### src/uart_ir_pkg.sv
package uart_ir_pkg;
  // Bus geometry
  localparam int ADDR_W = 8;
  localparam logic [1:0] RESP_OKAY = 2'h0;
  localparam logic [1:0] RESP_SLVERR = 2'h2;
  // Register byte offsets
  localparam logic [ADDR_W-1:0] OFF_TXDATA = 8'h00;
  localparam logic [ADDR_W-1:0] OFF_RXDATA = 8'h04;
  localparam logic [ADDR_W-1:0] OFF_STATUS0 = 8'h08;
  localparam logic [ADDR_W-1:0] OFF_CTRL0 = 8'h0C;
  localparam logic [ADDR_W-1:0] OFF_CTRL1 = 8'h10;
  localparam logic [ADDR_W-1:0] OFF_BRG_HI = 8'h14;
  localparam logic [ADDR_W-1:0] OFF_BRG_LO = 8'h18;
  localparam logic [ADDR_W-1:0] OFF_ADDR_MATCH = 8'h1C;
  // Control 0 fields
  localparam int C0_TX_EN = 0;
  localparam int C0_RX_ON = 1;
  localparam int C0_PAR_EN = 2;
  localparam int C0_PAR_ODD = 3;
  // Control 1 fields
  localparam int C1_MP_EN = 0;
  localparam int C1_MPMD_LO = 1;
  localparam int C1_MARKER = 3;
  localparam int C1_IR_EN = 4;
  localparam int C1_TXI_EN = 5;
  // Status 0 fields
  localparam int S0_AVAIL = 0;
  localparam int S0_TX_EMPTY = 1;
  localparam int S0_TX_IDLE = 2;
  localparam int S0_PAR_ERR = 3;
  localparam int S0_FRM_ERR = 4;
  localparam int S0_OVERRUN = 5;
  localparam int S0_RX_MARKER = 6;
  // Reset values
  localparam logic [7:0] RST_BYTE = 8'h00;
  localparam logic [15:0] RST_DIV = 16'h0000;
  // Bit timing: sixteen baud ticks per bit
  localparam logic [3:0] TICK_LAST = 4'hF;
  localparam logic [3:0] TICK_MID = 4'h7;
  localparam logic [3:0] IR_HI_FIRST = 4'h7;
  localparam logic [3:0] IR_HI_LAST = 4'h9;
  localparam logic [2:0] BIT_LAST = 3'h7;
  // Multidrop modes
  localparam logic [1:0] MPMD_ALL = 2'h0;
  localparam logic [1:0] MPMD_ADDR_ONLY = 2'h1;
  localparam logic [1:0] MPMD_MATCH = 2'h2;
  localparam logic [1:0] MPMD_MATCH_DATA = 2'h3;
  // Clock and infrared rates
  localparam int CLK_HZ = 100_000_000;
  localparam int IR_BAUD_MIN = 9600;
  localparam int IR_BAUD_MAX = 115_200;
  localparam int DIV_IR_MIN = CLK_HZ / (16 * IR_BAUD_MIN);
  localparam int DIV_IR_MAX = CLK_HZ / (16 * IR_BAUD_MAX);
  typedef enum logic [2:0] {
    ST_IDLE = 3'b000,
    ST_START = 3'b001,
    ST_DATA = 3'b010,
    ST_EXTRA = 3'b011,
    ST_STOP = 3'b100
  } frame_state_t;
endpackage : uart_ir_pkg

### src/ir_encoder.sv
`timescale 1ns/10ps
module ir_encoder (
  input wire logic aclk,
  input wire logic aresetn,
  input wire logic enable,
  input wire logic txd,
  input wire logic [3:0] phase,
  output logic ir_out
);
  import uart_ir_pkg::*;

  // A zero bit pulses high in the middle window of its sixteen ticks
  wire in_pulse = (phase >= IR_HI_FIRST) && (phase <= IR_HI_LAST);
  wire ir_d = enable && !txd && in_pulse;

  // Registered so the pin never glitches on phase decode
  always_ff @(posedge aclk) begin
    if (!aresetn) begin
      ir_out <= 1'b0;
    end else begin
      ir_out <= ir_d;
    end
  end

  property p_ir_one_low;
    @(posedge aclk) disable iff (!aresetn)
    txd |=> !ir_out;
  endproperty
  a_ir_one_low: assert property (p_ir_one_low)
    else $error("infrared output high during a one bit");

  property p_ir_zero_shape;
    @(posedge aclk) disable iff (!aresetn)
    enable && !txd && (phase == IR_HI_FIRST) |=> ir_out;
  endproperty
  a_ir_zero_shape: assert property (p_ir_zero_shape)
    else $error("infrared pulse missing in a zero bit");

  property p_ir_zero_low;
    @(posedge aclk) disable iff (!aresetn)
    !txd && (phase < IR_HI_FIRST || phase > IR_HI_LAST) |=> !ir_out;
  endproperty
  a_ir_zero_low: assert property (p_ir_zero_low)
    else $error("infrared output high outside the pulse window");
endmodule : ir_encoder

### src/uart_ir.sv
// How it works
// - Transmit interrupt rises at once while enabled and holding register empty.
// - Written byte moves to shift register and is sent without software help.
// - Receiver accepts characters only while receive-on is set.
// - Even or odd parity only without multiprocessor mode; else marker bit.
// - Receive-available flag reads one while a valid byte is held.
// - Multiprocessor receive handling depends on two-bit multidrop mode.
// - Baud generator covers infrared rates 9600 to 115.2 kbaud.
// - Infrared bit rate equals clock over sixteen times the divisor.
// - Infrared output derives from transmit signal and baud clock.
// - Each encoded infrared bit lasts sixteen baud clocks.
// - A one bit keeps infrared output low for all sixteen clocks.
// - A zero bit is seven low, three high, six low clocks.
// - With infrared enabled the encoded output drives the transmit pin.
//
// Design decisions made here: the AXI4-Lite register port and the address map.
`timescale 1ns/10ps
module uart_ir (
  input wire logic aclk,
  input wire logic aresetn,
  input wire logic [uart_ir_pkg::ADDR_W-1:0] awaddr,
  input wire logic awvalid,
  output logic awready,
  input wire logic [31:0] wdata,
  input wire logic [3:0] wstrb,
  input wire logic wvalid,
  output logic wready,
  output logic [1:0] bresp,
  output logic bvalid,
  input wire logic bready,
  input wire logic [uart_ir_pkg::ADDR_W-1:0] araddr,
  input wire logic arvalid,
  output logic arready,
  output logic [31:0] rdata,
  output logic [1:0] rresp,
  output logic rvalid,
  input wire logic rready,
  input wire logic rx_pin,
  output logic tx_pin,
  output logic tx_irq
);
  import uart_ir_pkg::*;

  // Offsets that answer OKAY; anything else gets SLVERR
  function automatic logic is_mapped(input logic [ADDR_W-1:0] a);
    return (a == OFF_TXDATA) || (a == OFF_RXDATA) ||
           (a == OFF_STATUS0) || (a == OFF_CTRL0) ||
           (a == OFF_CTRL1) || (a == OFF_BRG_HI) ||
           (a == OFF_BRG_LO) || (a == OFF_ADDR_MATCH);
  endfunction : is_mapped

  logic aw_hold_q, w_hold_q, w_lane_q, bvalid_q, rvalid_q;
  logic [ADDR_W-1:0] aw_addr_q;
  logic [7:0] w_data_q;
  logic [1:0] bresp_q, rresp_q;
  logic [31:0] rdata_q;
  logic [7:0] ctrl0_q, ctrl1_q, brg_hi_q, brg_lo_q, match_q;
  logic [7:0] rx_data_q, rd_byte;
  logic avail_q, par_err_q, frm_err_q, ovr_q, rx_mark_q;

  // Write side: address and data are caught in either order
  assign awready = !aw_hold_q;
  assign wready = !w_hold_q;
  assign bvalid = bvalid_q;
  assign bresp = bresp_q;
  wire wr_fire = aw_hold_q && w_hold_q && !bvalid_q;
  wire wr_en = wr_fire && w_lane_q;
  wire wr_tx = wr_en && (aw_addr_q == OFF_TXDATA);
  wire wr_c0 = wr_en && (aw_addr_q == OFF_CTRL0);
  wire wr_c1 = wr_en && (aw_addr_q == OFF_CTRL1);
  wire wr_hi = wr_en && (aw_addr_q == OFF_BRG_HI);
  wire wr_lo = wr_en && (aw_addr_q == OFF_BRG_LO);
  wire wr_match = wr_en && (aw_addr_q == OFF_ADDR_MATCH);

  always_ff @(posedge aclk) begin
    if (!aresetn) begin
      aw_hold_q <= 1'b0;
      w_hold_q <= 1'b0;
      bvalid_q <= 1'b0;
    end else begin
      if (awvalid && awready) aw_hold_q <= 1'b1;
      else if (wr_fire) aw_hold_q <= 1'b0;
      if (wvalid && wready) w_hold_q <= 1'b1;
      else if (wr_fire) w_hold_q <= 1'b0;
      if (wr_fire) bvalid_q <= 1'b1;
      else if (bready) bvalid_q <= 1'b0;
    end
  end

  // Payload captures need no reset; valid flags guard them
  always_ff @(posedge aclk) begin
    if (awvalid && awready) aw_addr_q <= awaddr;
    if (wvalid && wready) begin
      w_data_q <= wdata[7:0];
      w_lane_q <= wstrb[0];
    end
    if (wr_fire) bresp_q <= is_mapped(aw_addr_q) ? RESP_OKAY : RESP_SLVERR;
  end

  // Control registers
  always_ff @(posedge aclk) begin
    if (!aresetn) begin
      ctrl0_q <= RST_BYTE;
      ctrl1_q <= RST_BYTE;
      brg_hi_q <= RST_DIV[15:8];
      brg_lo_q <= RST_DIV[7:0];
      match_q <= RST_BYTE;
    end else begin
      if (wr_c0) ctrl0_q <= w_data_q;
      if (wr_c1) ctrl1_q <= w_data_q;
      if (wr_hi) brg_hi_q <= w_data_q;
      if (wr_lo) brg_lo_q <= w_data_q;
      if (wr_match) match_q <= w_data_q;
    end
  end

  wire tx_en = ctrl0_q[C0_TX_EN];
  wire rx_on = ctrl0_q[C0_RX_ON];
  wire mp_en = ctrl1_q[C1_MP_EN];
  wire par_en = ctrl0_q[C0_PAR_EN] && !mp_en;
  wire par_odd = ctrl0_q[C0_PAR_ODD];
  wire [1:0] mpmd = ctrl1_q[C1_MPMD_LO +: 2];
  wire ir_en = ctrl1_q[C1_IR_EN];
  wire extra_en = mp_en || par_en;

  // Baud generator: one tick per divisor clocks, sixteen ticks per bit
  logic [15:0] brg_cnt_q;
  wire [15:0] divisor = {brg_hi_q, brg_lo_q};
  wire tick = (brg_cnt_q == 16'h0000);
  wire [15:0] reload = (divisor == 16'h0000) ? 16'h0000 :
                       16'(divisor - 16'h0001);
  always_ff @(posedge aclk) begin
    if (!aresetn) brg_cnt_q <= 16'h0000;
    else brg_cnt_q <= tick ? reload : 16'(brg_cnt_q - 16'h0001);
  end

  // Transmitter: holding register feeds the shifter automatically
  frame_state_t tx_state_q;
  logic [3:0] tx_phase_q;
  logic [2:0] tx_bit_q;
  logic [7:0] tx_hold_q, tx_shift_q;
  logic tx_full_q, tx_hold_mark_q, tx_extra_q, tx_has_extra_q;
  wire tx_load = (tx_state_q == ST_IDLE) && tx_full_q && tx_en;
  wire tx_bit_end = tick && (tx_phase_q == TICK_LAST);
  wire tx_par = ^tx_hold_q ^ par_odd;

  always_ff @(posedge aclk) begin
    if (!aresetn) begin
      tx_full_q <= 1'b0;
      tx_hold_q <= RST_BYTE;
      tx_hold_mark_q <= 1'b0;
    end else begin
      if (wr_tx) begin
        tx_hold_q <= w_data_q;
        tx_hold_mark_q <= ctrl1_q[C1_MARKER];
      end
      if (wr_tx) tx_full_q <= 1'b1;
      else if (tx_load) tx_full_q <= 1'b0;
    end
  end

  always_ff @(posedge aclk) begin
    if (!aresetn) begin
      tx_state_q <= ST_IDLE;
      tx_phase_q <= 4'h0;
      tx_bit_q <= 3'h0;
      tx_shift_q <= RST_BYTE;
      tx_extra_q <= 1'b0;
      tx_has_extra_q <= 1'b0;
    end else if (tx_load) begin
      tx_state_q <= ST_START;
      tx_phase_q <= 4'h0;
      tx_bit_q <= 3'h0;
      tx_shift_q <= tx_hold_q;
      tx_extra_q <= mp_en ? tx_hold_mark_q : tx_par;
      tx_has_extra_q <= extra_en;
    end else if (tx_state_q != ST_IDLE) begin
      if (tick) tx_phase_q <= 4'(tx_phase_q + 4'h1);
      if (tx_bit_end) begin
        unique case (tx_state_q)
          ST_START: tx_state_q <= ST_DATA;
          ST_DATA: begin
            tx_shift_q <= {1'b0, tx_shift_q[7:1]};
            tx_bit_q <= 3'(tx_bit_q + 3'h1);
            if (tx_bit_q == BIT_LAST)
              tx_state_q <= tx_has_extra_q ? ST_EXTRA : ST_STOP;
          end
          ST_EXTRA: tx_state_q <= ST_STOP;
          ST_STOP: tx_state_q <= ST_IDLE;
          default: tx_state_q <= ST_IDLE;
        endcase
      end
    end
  end

  // Serial level from frame state; idle line is high
  logic txd;
  always_comb begin
    unique case (tx_state_q)
      ST_START: txd = 1'b0;
      ST_DATA: txd = tx_shift_q[0];
      ST_EXTRA: txd = tx_extra_q;
      default: txd = 1'b1;
    endcase
  end

  // Infrared encoder shares the transmit bit phase
  logic ir_out;
  ir_encoder u_ir_encoder (
    .aclk(aclk),
    .aresetn(aresetn),
    .enable(ir_en),
    .txd(txd),
    .phase(tx_phase_q),
    .ir_out(ir_out)
  );
  assign tx_pin = ir_en ? ir_out : txd;
  assign tx_irq = ctrl1_q[C1_TXI_EN] && !tx_full_q;

  // Receiver pin passes two flip-flops first
  logic rx_meta_q, rx_sync_q;
  always_ff @(posedge aclk) begin
    if (!aresetn) begin
      rx_meta_q <= 1'b1;
      rx_sync_q <= 1'b1;
    end else begin
      rx_meta_q <= rx_pin;
      rx_sync_q <= rx_meta_q;
    end
  end

  frame_state_t rx_state_q;
  logic [3:0] rx_phase_q;
  logic [2:0] rx_bit_q;
  logic [7:0] rx_shift_q;
  logic rx_extra_q, rx_sel_q;
  wire rx_mid = tick && (rx_phase_q == TICK_MID);
  wire rx_end = tick && (rx_phase_q == TICK_LAST);
  wire rx_done = (rx_state_q == ST_STOP) && rx_end;
  wire is_addr = mp_en && rx_extra_q;
  wire hit = (rx_shift_q == match_q);
  // Multidrop filter decides which bytes reach software
  logic keep;
  always_comb begin
    keep = 1'b1;
    if (mp_en) begin
      unique case (mpmd)
        MPMD_ALL: keep = 1'b1;
        MPMD_ADDR_ONLY: keep = is_addr;
        MPMD_MATCH: keep = is_addr ? hit : rx_sel_q;
        MPMD_MATCH_DATA: keep = !is_addr && rx_sel_q;
      endcase
    end
  end
  wire deliver = rx_done && keep;
  wire rd_rx = arvalid && arready && (araddr == OFF_RXDATA);
  wire rd_st = arvalid && arready && (araddr == OFF_STATUS0);

  always_ff @(posedge aclk) begin
    if (!aresetn || !rx_on) begin
      rx_state_q <= ST_IDLE;
      rx_phase_q <= 4'h0;
      rx_bit_q <= 3'h0;
      rx_shift_q <= RST_BYTE;
      rx_extra_q <= 1'b0;
    end else begin
      if (tick) rx_phase_q <= 4'(rx_phase_q + 4'h1);
      unique case (rx_state_q)
        ST_IDLE: begin
          rx_phase_q <= 4'h0;
          if (!rx_sync_q) rx_state_q <= ST_START;
        end
        ST_START: begin
          if (rx_mid) begin
            rx_phase_q <= 4'h0; // Later samples fall mid-bit
            rx_bit_q <= 3'h0;
            rx_state_q <= rx_sync_q ? ST_IDLE : ST_DATA;
          end
        end
        ST_DATA: begin
          if (rx_end) begin
            rx_shift_q <= {rx_sync_q, rx_shift_q[7:1]};
            rx_bit_q <= 3'(rx_bit_q + 3'h1);
            if (rx_bit_q == BIT_LAST)
              rx_state_q <= extra_en ? ST_EXTRA : ST_STOP;
          end
        end
        ST_EXTRA: begin
          if (rx_end) begin
            rx_extra_q <= rx_sync_q;
            rx_state_q <= ST_STOP;
          end
        end
        ST_STOP: if (rx_end) rx_state_q <= ST_IDLE;
        default: rx_state_q <= ST_IDLE;
      endcase
    end
  end

  // Received byte, flags; a new event wins over a clearing read
  always_ff @(posedge aclk) begin
    if (!aresetn) begin
      rx_data_q <= RST_BYTE;
      avail_q <= 1'b0;
      par_err_q <= 1'b0;
      frm_err_q <= 1'b0;
      ovr_q <= 1'b0;
      rx_mark_q <= 1'b0;
      rx_sel_q <= 1'b0;
    end else begin
      if (rx_done && is_addr) rx_sel_q <= hit;
      if (deliver) begin
        rx_data_q <= rx_shift_q;
        rx_mark_q <= is_addr;
      end
      if (deliver) avail_q <= 1'b1;
      else if (rd_rx) avail_q <= 1'b0;
      if (deliver && par_en && (rx_extra_q != (^rx_shift_q ^ par_odd)))
        par_err_q <= 1'b1;
      else if (rd_st) par_err_q <= 1'b0;
      if (rx_done && !rx_sync_q) frm_err_q <= 1'b1;
      else if (rd_st) frm_err_q <= 1'b0;
      if (deliver && avail_q && !rd_rx) ovr_q <= 1'b1;
      else if (rd_st) ovr_q <= 1'b0;
    end
  end

  // Read side: one beat, answered the cycle after acceptance
  wire [7:0] status = {1'b0, rx_mark_q, ovr_q, frm_err_q, par_err_q,
                       (tx_state_q == ST_IDLE), !tx_full_q, avail_q};
  always_comb begin
    unique case (araddr)
      OFF_RXDATA: rd_byte = rx_data_q;
      OFF_STATUS0: rd_byte = status;
      OFF_CTRL0: rd_byte = ctrl0_q;
      OFF_CTRL1: rd_byte = ctrl1_q;
      OFF_BRG_HI: rd_byte = brg_hi_q;
      OFF_BRG_LO: rd_byte = brg_lo_q;
      OFF_ADDR_MATCH: rd_byte = match_q;
      default: rd_byte = RST_BYTE;
    endcase
  end
  assign arready = !rvalid_q;
  assign rvalid = rvalid_q;
  assign rdata = rdata_q;
  assign rresp = rresp_q;
  always_ff @(posedge aclk) begin
    if (!aresetn) begin
      rvalid_q <= 1'b0;
      rdata_q <= 32'h0000_0000;
      rresp_q <= RESP_OKAY;
    end else if (arvalid && arready) begin
      rvalid_q <= 1'b1;
      rdata_q <= {24'h00_0000, rd_byte};
      rresp_q <= is_mapped(araddr) ? RESP_OKAY : RESP_SLVERR;
    end else if (rready) begin
      rvalid_q <= 1'b0;
    end
  end

  property p_tx_irq;
    @(posedge aclk) disable iff (!aresetn)
    ctrl1_q[C1_TXI_EN] && tx_load && !wr_tx && !wr_c1 |=> tx_irq;
  endproperty
  a_tx_irq: assert property (p_tx_irq)
    else $error("transmit interrupt missing while holding register empty");

  property p_auto_load;
    @(posedge aclk) disable iff (!aresetn)
    tx_load && !wr_tx |=> !tx_full_q && (tx_state_q == ST_START);
  endproperty
  a_auto_load: assert property (p_auto_load)
    else $error("held byte not moved into the shifter");

  property p_rx_gate;
    @(posedge aclk) disable iff (!aresetn)
    $rose(avail_q) |-> $past(rx_on);
  endproperty
  a_rx_gate: assert property (p_rx_gate)
    else $error("byte received while receiver off");

  property p_marker_bit;
    @(posedge aclk) disable iff (!aresetn)
    tx_load && mp_en |=> tx_extra_q == $past(tx_hold_mark_q);
  endproperty
  a_marker_bit: assert property (p_marker_bit)
    else $error("ninth bit does not carry the address marker");

  property p_read_clears;
    @(posedge aclk) disable iff (!aresetn)
    rd_rx && !deliver |=> !avail_q ##1 rdata_q[7:0] == $past(rx_data_q, 2);
  endproperty
  a_read_clears: assert property (p_read_clears)
    else $error("receive read did not clear availability");

  property p_avail_set;
    @(posedge aclk) disable iff (!aresetn)
    deliver |=> avail_q && (rx_data_q == $past(rx_shift_q));
  endproperty
  a_avail_set: assert property (p_avail_set)
    else $error("delivered byte not flagged as available");

  property p_baud_gap;
    @(posedge aclk) disable iff (!aresetn)
    tick && (divisor == 16'h0002) && $stable(divisor) |=> !tick ##1 tick;
  endproperty
  a_baud_gap: assert property (p_baud_gap)
    else $error("baud tick spacing differs from divisor");

  property p_ir_pin;
    @(posedge aclk) disable iff (!aresetn)
    ir_en && !$past(txd) && $past(tx_phase_q) == IR_HI_FIRST
      && $past(ir_en) |-> tx_pin;
  endproperty
  a_ir_pin: assert property (p_ir_pin)
    else $error("infrared pulse not on the transmit pin");
endmodule : uart_ir

### config.mk
export PLATFORM = sky130hd
export DESIGN_NAME = uart_ir
export DESIGN_NICKNAME = d
export VERILOG_FILES = /design/src/uart_ir_pkg.sv /design/src/ir_encoder.sv /design/src/uart_ir.sv
export SDC_FILE = /design/constraint.sdc
export NUM_CORES = 1
export LEC_CHECK = 0
export BUFFER_PORTS_ARGS = -buffer_cell sky130_fd_sc_hd__buf_2
export CORE_MARGIN = 3
export CORE_UTILIZATION = 40
export CTS_CLUSTER_SIZE = 10
export DETAILED_ROUTE_END_ITERATION = 12
export SLEW_MARGIN = 40
export SYNTH_ARGS = -nofsm -noshare
export SYNTH_HDL_FRONTEND = slang
export SYNTH_SLANG_ARGS = --single-unit
### constraint.sdc
create_clock -name aclk -period 3.2 [get_ports aclk]
set_input_delay 0.48 -clock aclk [delete_from_list [all_inputs] [get_ports aclk]]
set_output_delay 0.48 -clock aclk [all_outputs]
set_load 0.05 [all_outputs]
Word-level counts from Yosys, hierarchy flattened
Index checks and enable logic that the tools add are counted.

Output and inout bits: 43. Register bits after elaboration: 155.

Add/sub/neg operators: 6. Reduce and logical (&&, ||, !) cells: 95. Multiplexer cells: 51. Equality and inequality tests: 39. Bitwise operators: 3. $lt $le $gt $ge: 2.

Operators by type and width (number): $eq A8 B5 Y1 const B (8); $pmux W8 S7 (1); $logic_and A1 B1 Y1 (34); $mux W3 (11); $eq A8 B4 Y1 const B (4); $logic_not A16 Y1 (2); $mux W16 (2); $mux W8 (4); $sub A16 B1 Y16 const B (2); $reduce_bool A2 Y1 (13); $mux W1 (22); $eq A8 B3 Y1 const B (2); $logic_not A8 Y1 (2); $logic_or A1 B1 Y1 (16); $reduce_xor A8 Y1 (2); $pmux W3 S5 (1); $reduce_and A3 Y1 (5); $ne A2 B2 Y1 const B (7); $eq A3 B2 Y1 const B (4); $logic_not A1 Y1 (12); $eq A3 B3 Y1 const B (3); $pmux W3 S3 (1); $add A4 B1 Y4 const B (2); $eq A4 B4 Y1 const B (2); 24 further kinds (34).

Longest topological paths before layout
Gate-level depths: netlist (run 1).

Depth after elaboration: 9. Depth in mapped cells: 9. Depth with buffers taken out: 7.

Hierarchy
A second synthesis (run 1) with hierarchy kept.

Cell total of the unflattened synthesis: 849. Area, all modules: 7549.7 um^2.

Modules (own cells, without submodules): uart_ir (times used 1, seq. area each 3223.1 um^2, cells an instance 844, area each 7495.9 um^2); ir_encoder (times used 1, seq. area each 20.0 um^2, cells an instance 5, area each 53.8 um^2).

Worst setup path before layout (run 1)
Ideal clock, no wire load.

Path kind: register to register. Start point: register brg_cnt_q[0]. End point: register rx_mark_q. Clock period less this slack: 2.194 ns. Setup slack: 1.006 ns. Data arrival time: 2.123 ns. Stages on the path, launching flop included: 9. Library setup time: 0.072 ns. Cells stage by stage: dfxtp_1 -> inv_1 -> ha_1 -> or3b_2 -> nor4_4 -> nand3_2 -> a31oi_2 -> buf_6 -> mux2i_1.

Longest elaborated chain between the ends: 4.

RTL lines: start, declared (line uart_ir.sv:127) `logic [15:0] brg_cnt_q;`; start signal, assigned (line uart_ir.sv:134) `else brg_cnt_q <= tick ? reload : 16'(brg_cnt_q - 16'h0001);`; $logic_not A16 Y1 (line uart_ir.sv:129) `wire tick = (brg_cnt_q == 16'h0000);`; $logic_and A1 B1 Y1 (line uart_ir.sv:238) `wire rx_end = tick && (rx_phase_q == TICK_LAST);`; $logic_and A1 B1 Y1 (line uart_ir.sv:239) `wire rx_done = (rx_state_q == ST_STOP) && rx_end;`; $logic_and A1 B1 Y1 (line uart_ir.sv:255) `wire deliver = rx_done && keep;`; end signal, assigned (line uart_ir.sv:314) `rx_mark_q <= is_addr;`; end, declared (line uart_ir.sv:59) `logic avail_q, par_err_q, frm_err_q, ovr_q, rx_mark_q;`.

Every way passes these cells. A chain may end at the register's enable or synchronous reset.

Worst setup path after layout (run 1)
Start point: register brg_cnt_q[12]. End point: register rx_data_q[6].

Longest elaborated chain between the ends: 4.

RTL lines: $logic_not A16 Y1 (line uart_ir.sv:129); $logic_and A1 B1 Y1 (line uart_ir.sv:238); $logic_and A1 B1 Y1 (line uart_ir.sv:239); $logic_and A1 B1 Y1 (line uart_ir.sv:255); end signal, assigned (line uart_ir.sv:313) `rx_data_q <= rx_shift_q;`; end, declared (line uart_ir.sv:58) `logic [7:0] rx_data_q, rd_byte;`.

Every way passes these cells.

==> flow_summary.ini, run 1 <==
[synthesis]
postSynth.asyncResetShare_pct = 0
syn-instance-count = 849
synth_enable_flop_cells = 18
yosys-top-cells-area = sky130_fd_sc_hd__dfxtp_1 (36%), sky130_fd_sc_hd__edfxtp_1 (7.2%), sky130_fd_sc_hd__nand2_1 (7.0%), sky130_fd_sc_hd__mux2i_1 (5.5%), sky130_fd_sc_hd__a21oi_1 (4.6%)
yosys_register_bits = 153
netlist.area_leader.share_pct = 36.0
synthDistinctLibCells = 71
mean_cell_area_of_the_mapped_netlist_um2 = 8.84
ys.warnings.count = 0
synth_seq_area_share_pct = 43.2
yosys.area.top_type = sky130_fd_sc_hd__dfxtp_1
dominantRegCellSynth = sky130_fd_sc_hd__dfxtp_1
mappedNetlistArea_um2 = 7500

[final_layout]
layout.filler_cells = 1768
final_common_cell = sky130_fd_sc_hd__nand2_1
fraction_of_final_layout_cells_sized_beyond_drive_strength_1_pct = 13.7
most_frequent_cells_in_the_layout = sky130_fd_sc_hd__nand2_1 (140), sky130_fd_sc_hd__dfxtp_1 (135), sky130_fd_sc_hd__nor2_1 (75)
area.growth.synth_to_final_pct = 12.4
postLayoutCellArea_um2 = 8440
diodes = 0
postLayoutCoreUtil_pct = 46.3
layout.cells.non_filler = 1127
nets = 955

[routing]
residual_antenna_violating_net_count_after_detailed_routing = 0
vias = 5935
drt-wirelength-per-cell_um = 16.0
routed_via_density = 5.27
drt-initial-drc-count = 362
drt_drc_violations_left = 0
routed_wl_mm = 18.0
drt-pass1-iter-count = 5

[cts]
postCtsResizedCells = 0
ctsHoldBuffers = 0
ctsLongestPathBuffers = 2
postCtsSetupRepairBufs = 0
clock-sinks = 153
tritoncts.num_buffers = 17
h-tree-depth = 4
path_clk_slew_ns = 0.07
cts_tree = yes
root_buffer_master = sky130_fd_sc_hd__clkbuf_16
clkLatencyLatePin_ns = 0.42

[flow_run]
max_cap_violations = 0

[setup_path]
worst_r2r_startpoint = brg_cnt_q[12]
crit_cells = 6
critPathBufInv = 1
reg2regPathDepth = 6
timing.reg2reg.setup_slack_ns = 0.60
worst_path_dominant_cell_family = simple AND/OR/NAND/NOR gates
cp-endpoint = rx_data_q[6]
signal_arrival_time_at_the_worst_endpoint_ns = 2.95
worst_ep_required_time_ns = 3.55
capturing_element_type_of_the_critical_path = flip-flop
worstReg2RegEnd = rx_data_q[6]
timing.critical_path.slowest_cell_delay_ns = 0.74
sequence_of_cells_on_the_critical_path = or4_1 > nor4_4 > nand3_2 > a31oi_2 > buf_4 > mux2i_1
cp_slowest_cell = sky130_fd_sc_hd__or4_1
cp_max_fo = 10
crit_type = flip-flop to flip-flop
start_kind = flip-flop
crit_start = brg_cnt_q[12]

[placement]
place.port_buffers = 49
dp.final_hpwl_mm = 12.6
placement.cell_area_um2 = 7850
place_congestion = 0.855
detailedPlace.worstSlack_ns = 0.655
placed_cells_incl_taps = 1095

[die]
core_area_um2 = 18200
initial_utilization_pct = 41.2
io_pins = 103
number_of_rows_created_at_floorplan = 49
dieHeight_um = 143
die-width_um = 143
die_area_um2 = 20400

[sta]
setup-violations-final = 0
whs_ns = 0.230
post-route-min-period_ns = 2.60
setup_tns_final_ns = 0
grt_setup_unrepaired = no
setup_ws_ns = 0.601
hold_viol = 0
fin_skew_ns = 0.00758
maxSlewViolCount = 0
maxSlewHeadroom_pct = 46.5
worst-slew-pin-transition_ns = 0.803
achievable-frequency_mhz = 385
fin_crit_sh_pct = 81.2

[power_and_ir_drop]
post-layout-total-power_mw = 5.02
power.density_nw_per_um2 = 595
irDropWorstVdd_v = 0.000409
total_leakage_power_nw = 3.28

[global_route]
overflow = 0
antenna_found_initial = 0
grt_start_max_net_pins = 73
grt.total_usage_pct = 18.1
first_pass_grt_wire_length_mm = 28.9
grt_pass1_vias = 5354

[run_status]
outcome = completed

[worst_hold_path]
holdCritPathClass = input pin to flip-flop
## where the power goes
part | switching [mW] | internal [mW] | total (mW)
Clock | 0.824 | 1.17 | 1.99
Combinational | 0.587 | 0.303 | 0.890
Sequential | 0.105 | 2.03 | 2.14
## layer usage
layer,vias to the layer above,GRT usage [%],wire length (um)
met2,133,27.6,8270
li1,3003,-,-
met5,-,0,0
met1,2779,25.7,8750
met3,20,3.82,654
met4,0,6.15,311
## worst min-delay path by stage
stage	startpoint	endpoint	depth (start not counted)
6_report	rx_pin	rx_meta_q	2
5_1_grt	awaddr[4]	aw_addr_q[4]	1
4_1_cts	awaddr[5]	aw_addr_q[5]	1
3_5_place_dp	rx_meta_q	rx_sync_q	1
3_3_place_gp	rx_meta_q	rx_sync_q	1
2_1_floorplan	rx_meta_q	rx_sync_q	1
## synthesized netlist by cell type, types with 8 or more instances
| cell | n |
|---|---|
| sky130_fd_sc_hd__a21oi_1 | 69 |
| sky130_fd_sc_hd__a31oi_1 | 12 |
| sky130_fd_sc_hd__buf_4 | 26 |
| sky130_fd_sc_hd__clkbuf_1 | 37 |
| sky130_fd_sc_hd__dfxtp_1 | 135 |
| sky130_fd_sc_hd__edfxtp_1 | 18 |
| sky130_fd_sc_hd__ha_1 | 10 |
| sky130_fd_sc_hd__inv_1 | 15 |
| sky130_fd_sc_hd__mux2_2 | 8 |
| sky130_fd_sc_hd__mux2i_1 | 41 |
| sky130_fd_sc_hd__nand2_1 | 140 |
| sky130_fd_sc_hd__nand2b_1 | 14 |
| sky130_fd_sc_hd__nand3_1 | 20 |
| sky130_fd_sc_hd__nand3b_1 | 8 |
| sky130_fd_sc_hd__nand4_1 | 10 |
| sky130_fd_sc_hd__nor2_1 | 75 |
| sky130_fd_sc_hd__nor3_1 | 15 |
| sky130_fd_sc_hd__o21ai_0 | 28 |
| sky130_fd_sc_hd__or3_1 | 8 |
| sky130_fd_sc_hd__xnor2_1 | 34 |
| sky130_fd_sc_hd__xor2_1 | 12 |
## kinds of logic after synthesis
logic type	after synthesis	share of synthesized area [%]
AOI/OAI and AO/OA	153	12.3
xor gates and xnor gates	47	5.67
adders and majority gates	10	1.67
buffers and inverters	84	5.65
DFF	153	43.2
muxes	55	8.47
other	1	0.0500
and+or+nand+nor	346	23.0
## state kept, by name, summed over array words and instances, names as in the netlist, 3 cells and up
name        cells
brg_cnt_q      16
tx_phase_q      4
rx_shift_q      8
rx_state_q      3
tx_shift_q      8
rx_data_q       8
tx_bit_q        3
ctrl1_q         8
rdata           8
aw_addr_q       8
ctrl0_q         8
tx_hold_q       8
w_data_q        8
brg_hi_q        8
rx_phase_q      4
rx_bit_q        3
tx_state_q      3
brg_lo_q        8
match_q         8
## layout make-up
class | instances | area, um^2 | share of cell area [%]
clock buffer | 22 | 484 | 5.74
clock inverter | 10 | 108 | 1.28
inverter | 16 | 60.1 | 0.712
multi-input combinational | 637 | 3930 | 46.6
sequential | 153 | 3240 | 38.4
tap | 229 | 287 | 3.40
timing repair buffer | 60 | 325 | 3.86
Power figures use the tool's default switching activity.
==> inputs of run 2 (changes only) <==
Clock period 3.2 ns to 2.5 ns, I/O delays scaled along.
==> flow_summary.ini, run 2 (synthesized netlist as in run 1, its figures left out) <==
[run_status]
outcome = completed

[cts]
tritoncts.num_buffers = 17
cts_tree = yes
ctsLongestPathBuffers = 2
root_buffer_master = sky130_fd_sc_hd__clkbuf_16
clkLatencyLatePin_ns = 0.43
clock-sinks = 153
path_clk_slew_ns = 0.06
h-tree-depth = 4

[routing]
drt-initial-drc-count = 407
drt_drc_violations_left = 0
residual_antenna_violating_net_count_after_detailed_routing = 0
routed_via_density = 5.23
drt-wirelength-per-cell_um = 15.7
vias = 5983
drt-pass1-iter-count = 4
routed_wl_mm = 17.9

[final_layout]
layout.filler_cells = 1730
multi_input_area_um2 = 3930
nets = 971
largest_register_ff_count = 16
postLayoutCellArea_um2 = 8590
diodes = 0
registers.top_by_ff_count = brg_cnt_q
most_frequent_cells_in_the_layout = sky130_fd_sc_hd__nand2_1 (140), sky130_fd_sc_hd__dfxtp_1 (135), sky130_fd_sc_hd__nor2_1 (75)
postLayoutCoreUtil_pct = 47.2
ff_latch_area_um2 = 3240
final_common_cell = sky130_fd_sc_hd__nand2_1
fraction_of_final_layout_cells_sized_beyond_drive_strength_1_pct = 15.4
area.growth.synth_to_final_pct = 14.5

[setup_path]
signal_arrival_time_at_the_worst_endpoint_ns = 2.70
cp_slowest_cell = sky130_fd_sc_hd__or3b_2
cp_max_fo = 11
worst_ep_required_time_ns = 2.85
critPathBufInv = 3
crit_type = flip-flop to flip-flop
timing.critical_path.slowest_cell_delay_ns = 0.50
worst_path_dominant_cell_family = simple AND/OR/NAND/NOR gates
start_kind = flip-flop
sequence_of_cells_on_the_critical_path = inv_1 > ha_1 > or3b_2 > nor4_4 > buf_4 > nand3_2 > a31oi_2 > buf_12 > mux2i_1
capturing_element_type_of_the_critical_path = flip-flop

[sta]
setup-violations-final = 0
fin_skew_ns = 0.00857
maxSlewViolCount = 0
whs_ns = 0.117
grt_setup_unrepaired = no
fin_crit_sh_pct = 94.0
setup_tns_final_ns = 0
worst-slew-pin-transition_ns = 0.714
maxSlewHeadroom_pct = 52.3
achievable-frequency_mhz = 426
post-route-min-period_ns = 2.35
setup_ws_ns = 0.150
hold_viol = 0

[placement]
place_congestion = 0.850
dp.final_hpwl_mm = 12.9
detailedPlace.worstSlack_ns = 0.183
placement.cell_area_um2 = 7990
place.port_buffers = 49

[die]
die_area_um2 = 20400
core_area_um2 = 18200
io_pins = 103
die-width_um = 143
initial_utilization_pct = 41.2
dieHeight_um = 143
number_of_rows_created_at_floorplan = 49

[power_and_ir_drop]
power.density_nw_per_um2 = 763
total_leakage_power_nw = 3.37
irDropWorstVdd_v = 0.000473

[worst_hold_path]
holdCritPathClass = input pin to flip-flop

[flow_run]
max_cap_violations = 0

[global_route]
grt_pass1_vias = 5472
antenna_found_initial = 0
grt.total_usage_pct = 18.0
first_pass_grt_wire_length_mm = 28.9
overflow = 0
grt_start_max_net_pins = 57
[run 2: area by class of cell]
cell class,instances,share of cell area (%)
multi-input combinational,637,45.8
inverter,16,0.699
sequential,153,37.8
tap,229,3.34
clock inverter,10,1.21
timing repair buffer,76,5.48
clock buffer,22,5.75
[run 2: power by group]
group          internal (mW)  switching, mW  total, mW  leakage [nW]
sequential              2.60          0.133       2.73          1.26
combinational          0.471          0.764       1.23          1.81
clock                   1.52           1.06       2.58         0.294
[run 2: worst paths after layout]
kind,from,endpoint,slack [ns],cells after the start
worst min register to register,rx_meta_q,rx_sync_q,0.41,1
worst min-delay path,wdata[5],w_data_q[5],0.12,1
worst max register to register,brg_cnt_q[0],rx_data_q[4],0.15,9
worst max-delay path,brg_cnt_q[0],rx_data_q[4],0.15,9
[run 2: repair_timing]
action,4_1_cts,5_1_grt
setup endpoints to repair,0,1
hold buffers,0,0
setup buffers,0,0
resized for setup,0,1
[run 2: per-layer routing]
metal	vias to the layer above	wire length [um]	track usage (%)
met1	2801	8710	25.2
li1	3031	-	-
met2	120	8180	28.0
met4	0	363	6.35
met5	-	0	0
met3	31	636	3.42
[run 2: metrics by stage]
stage	power, mW	cells
finish	6.55	1143
global placement	4.01	1110
detailed placement	4.01	1111
floorplan	3.70	874
CTS	6.61	1143
global route	6.85	1143
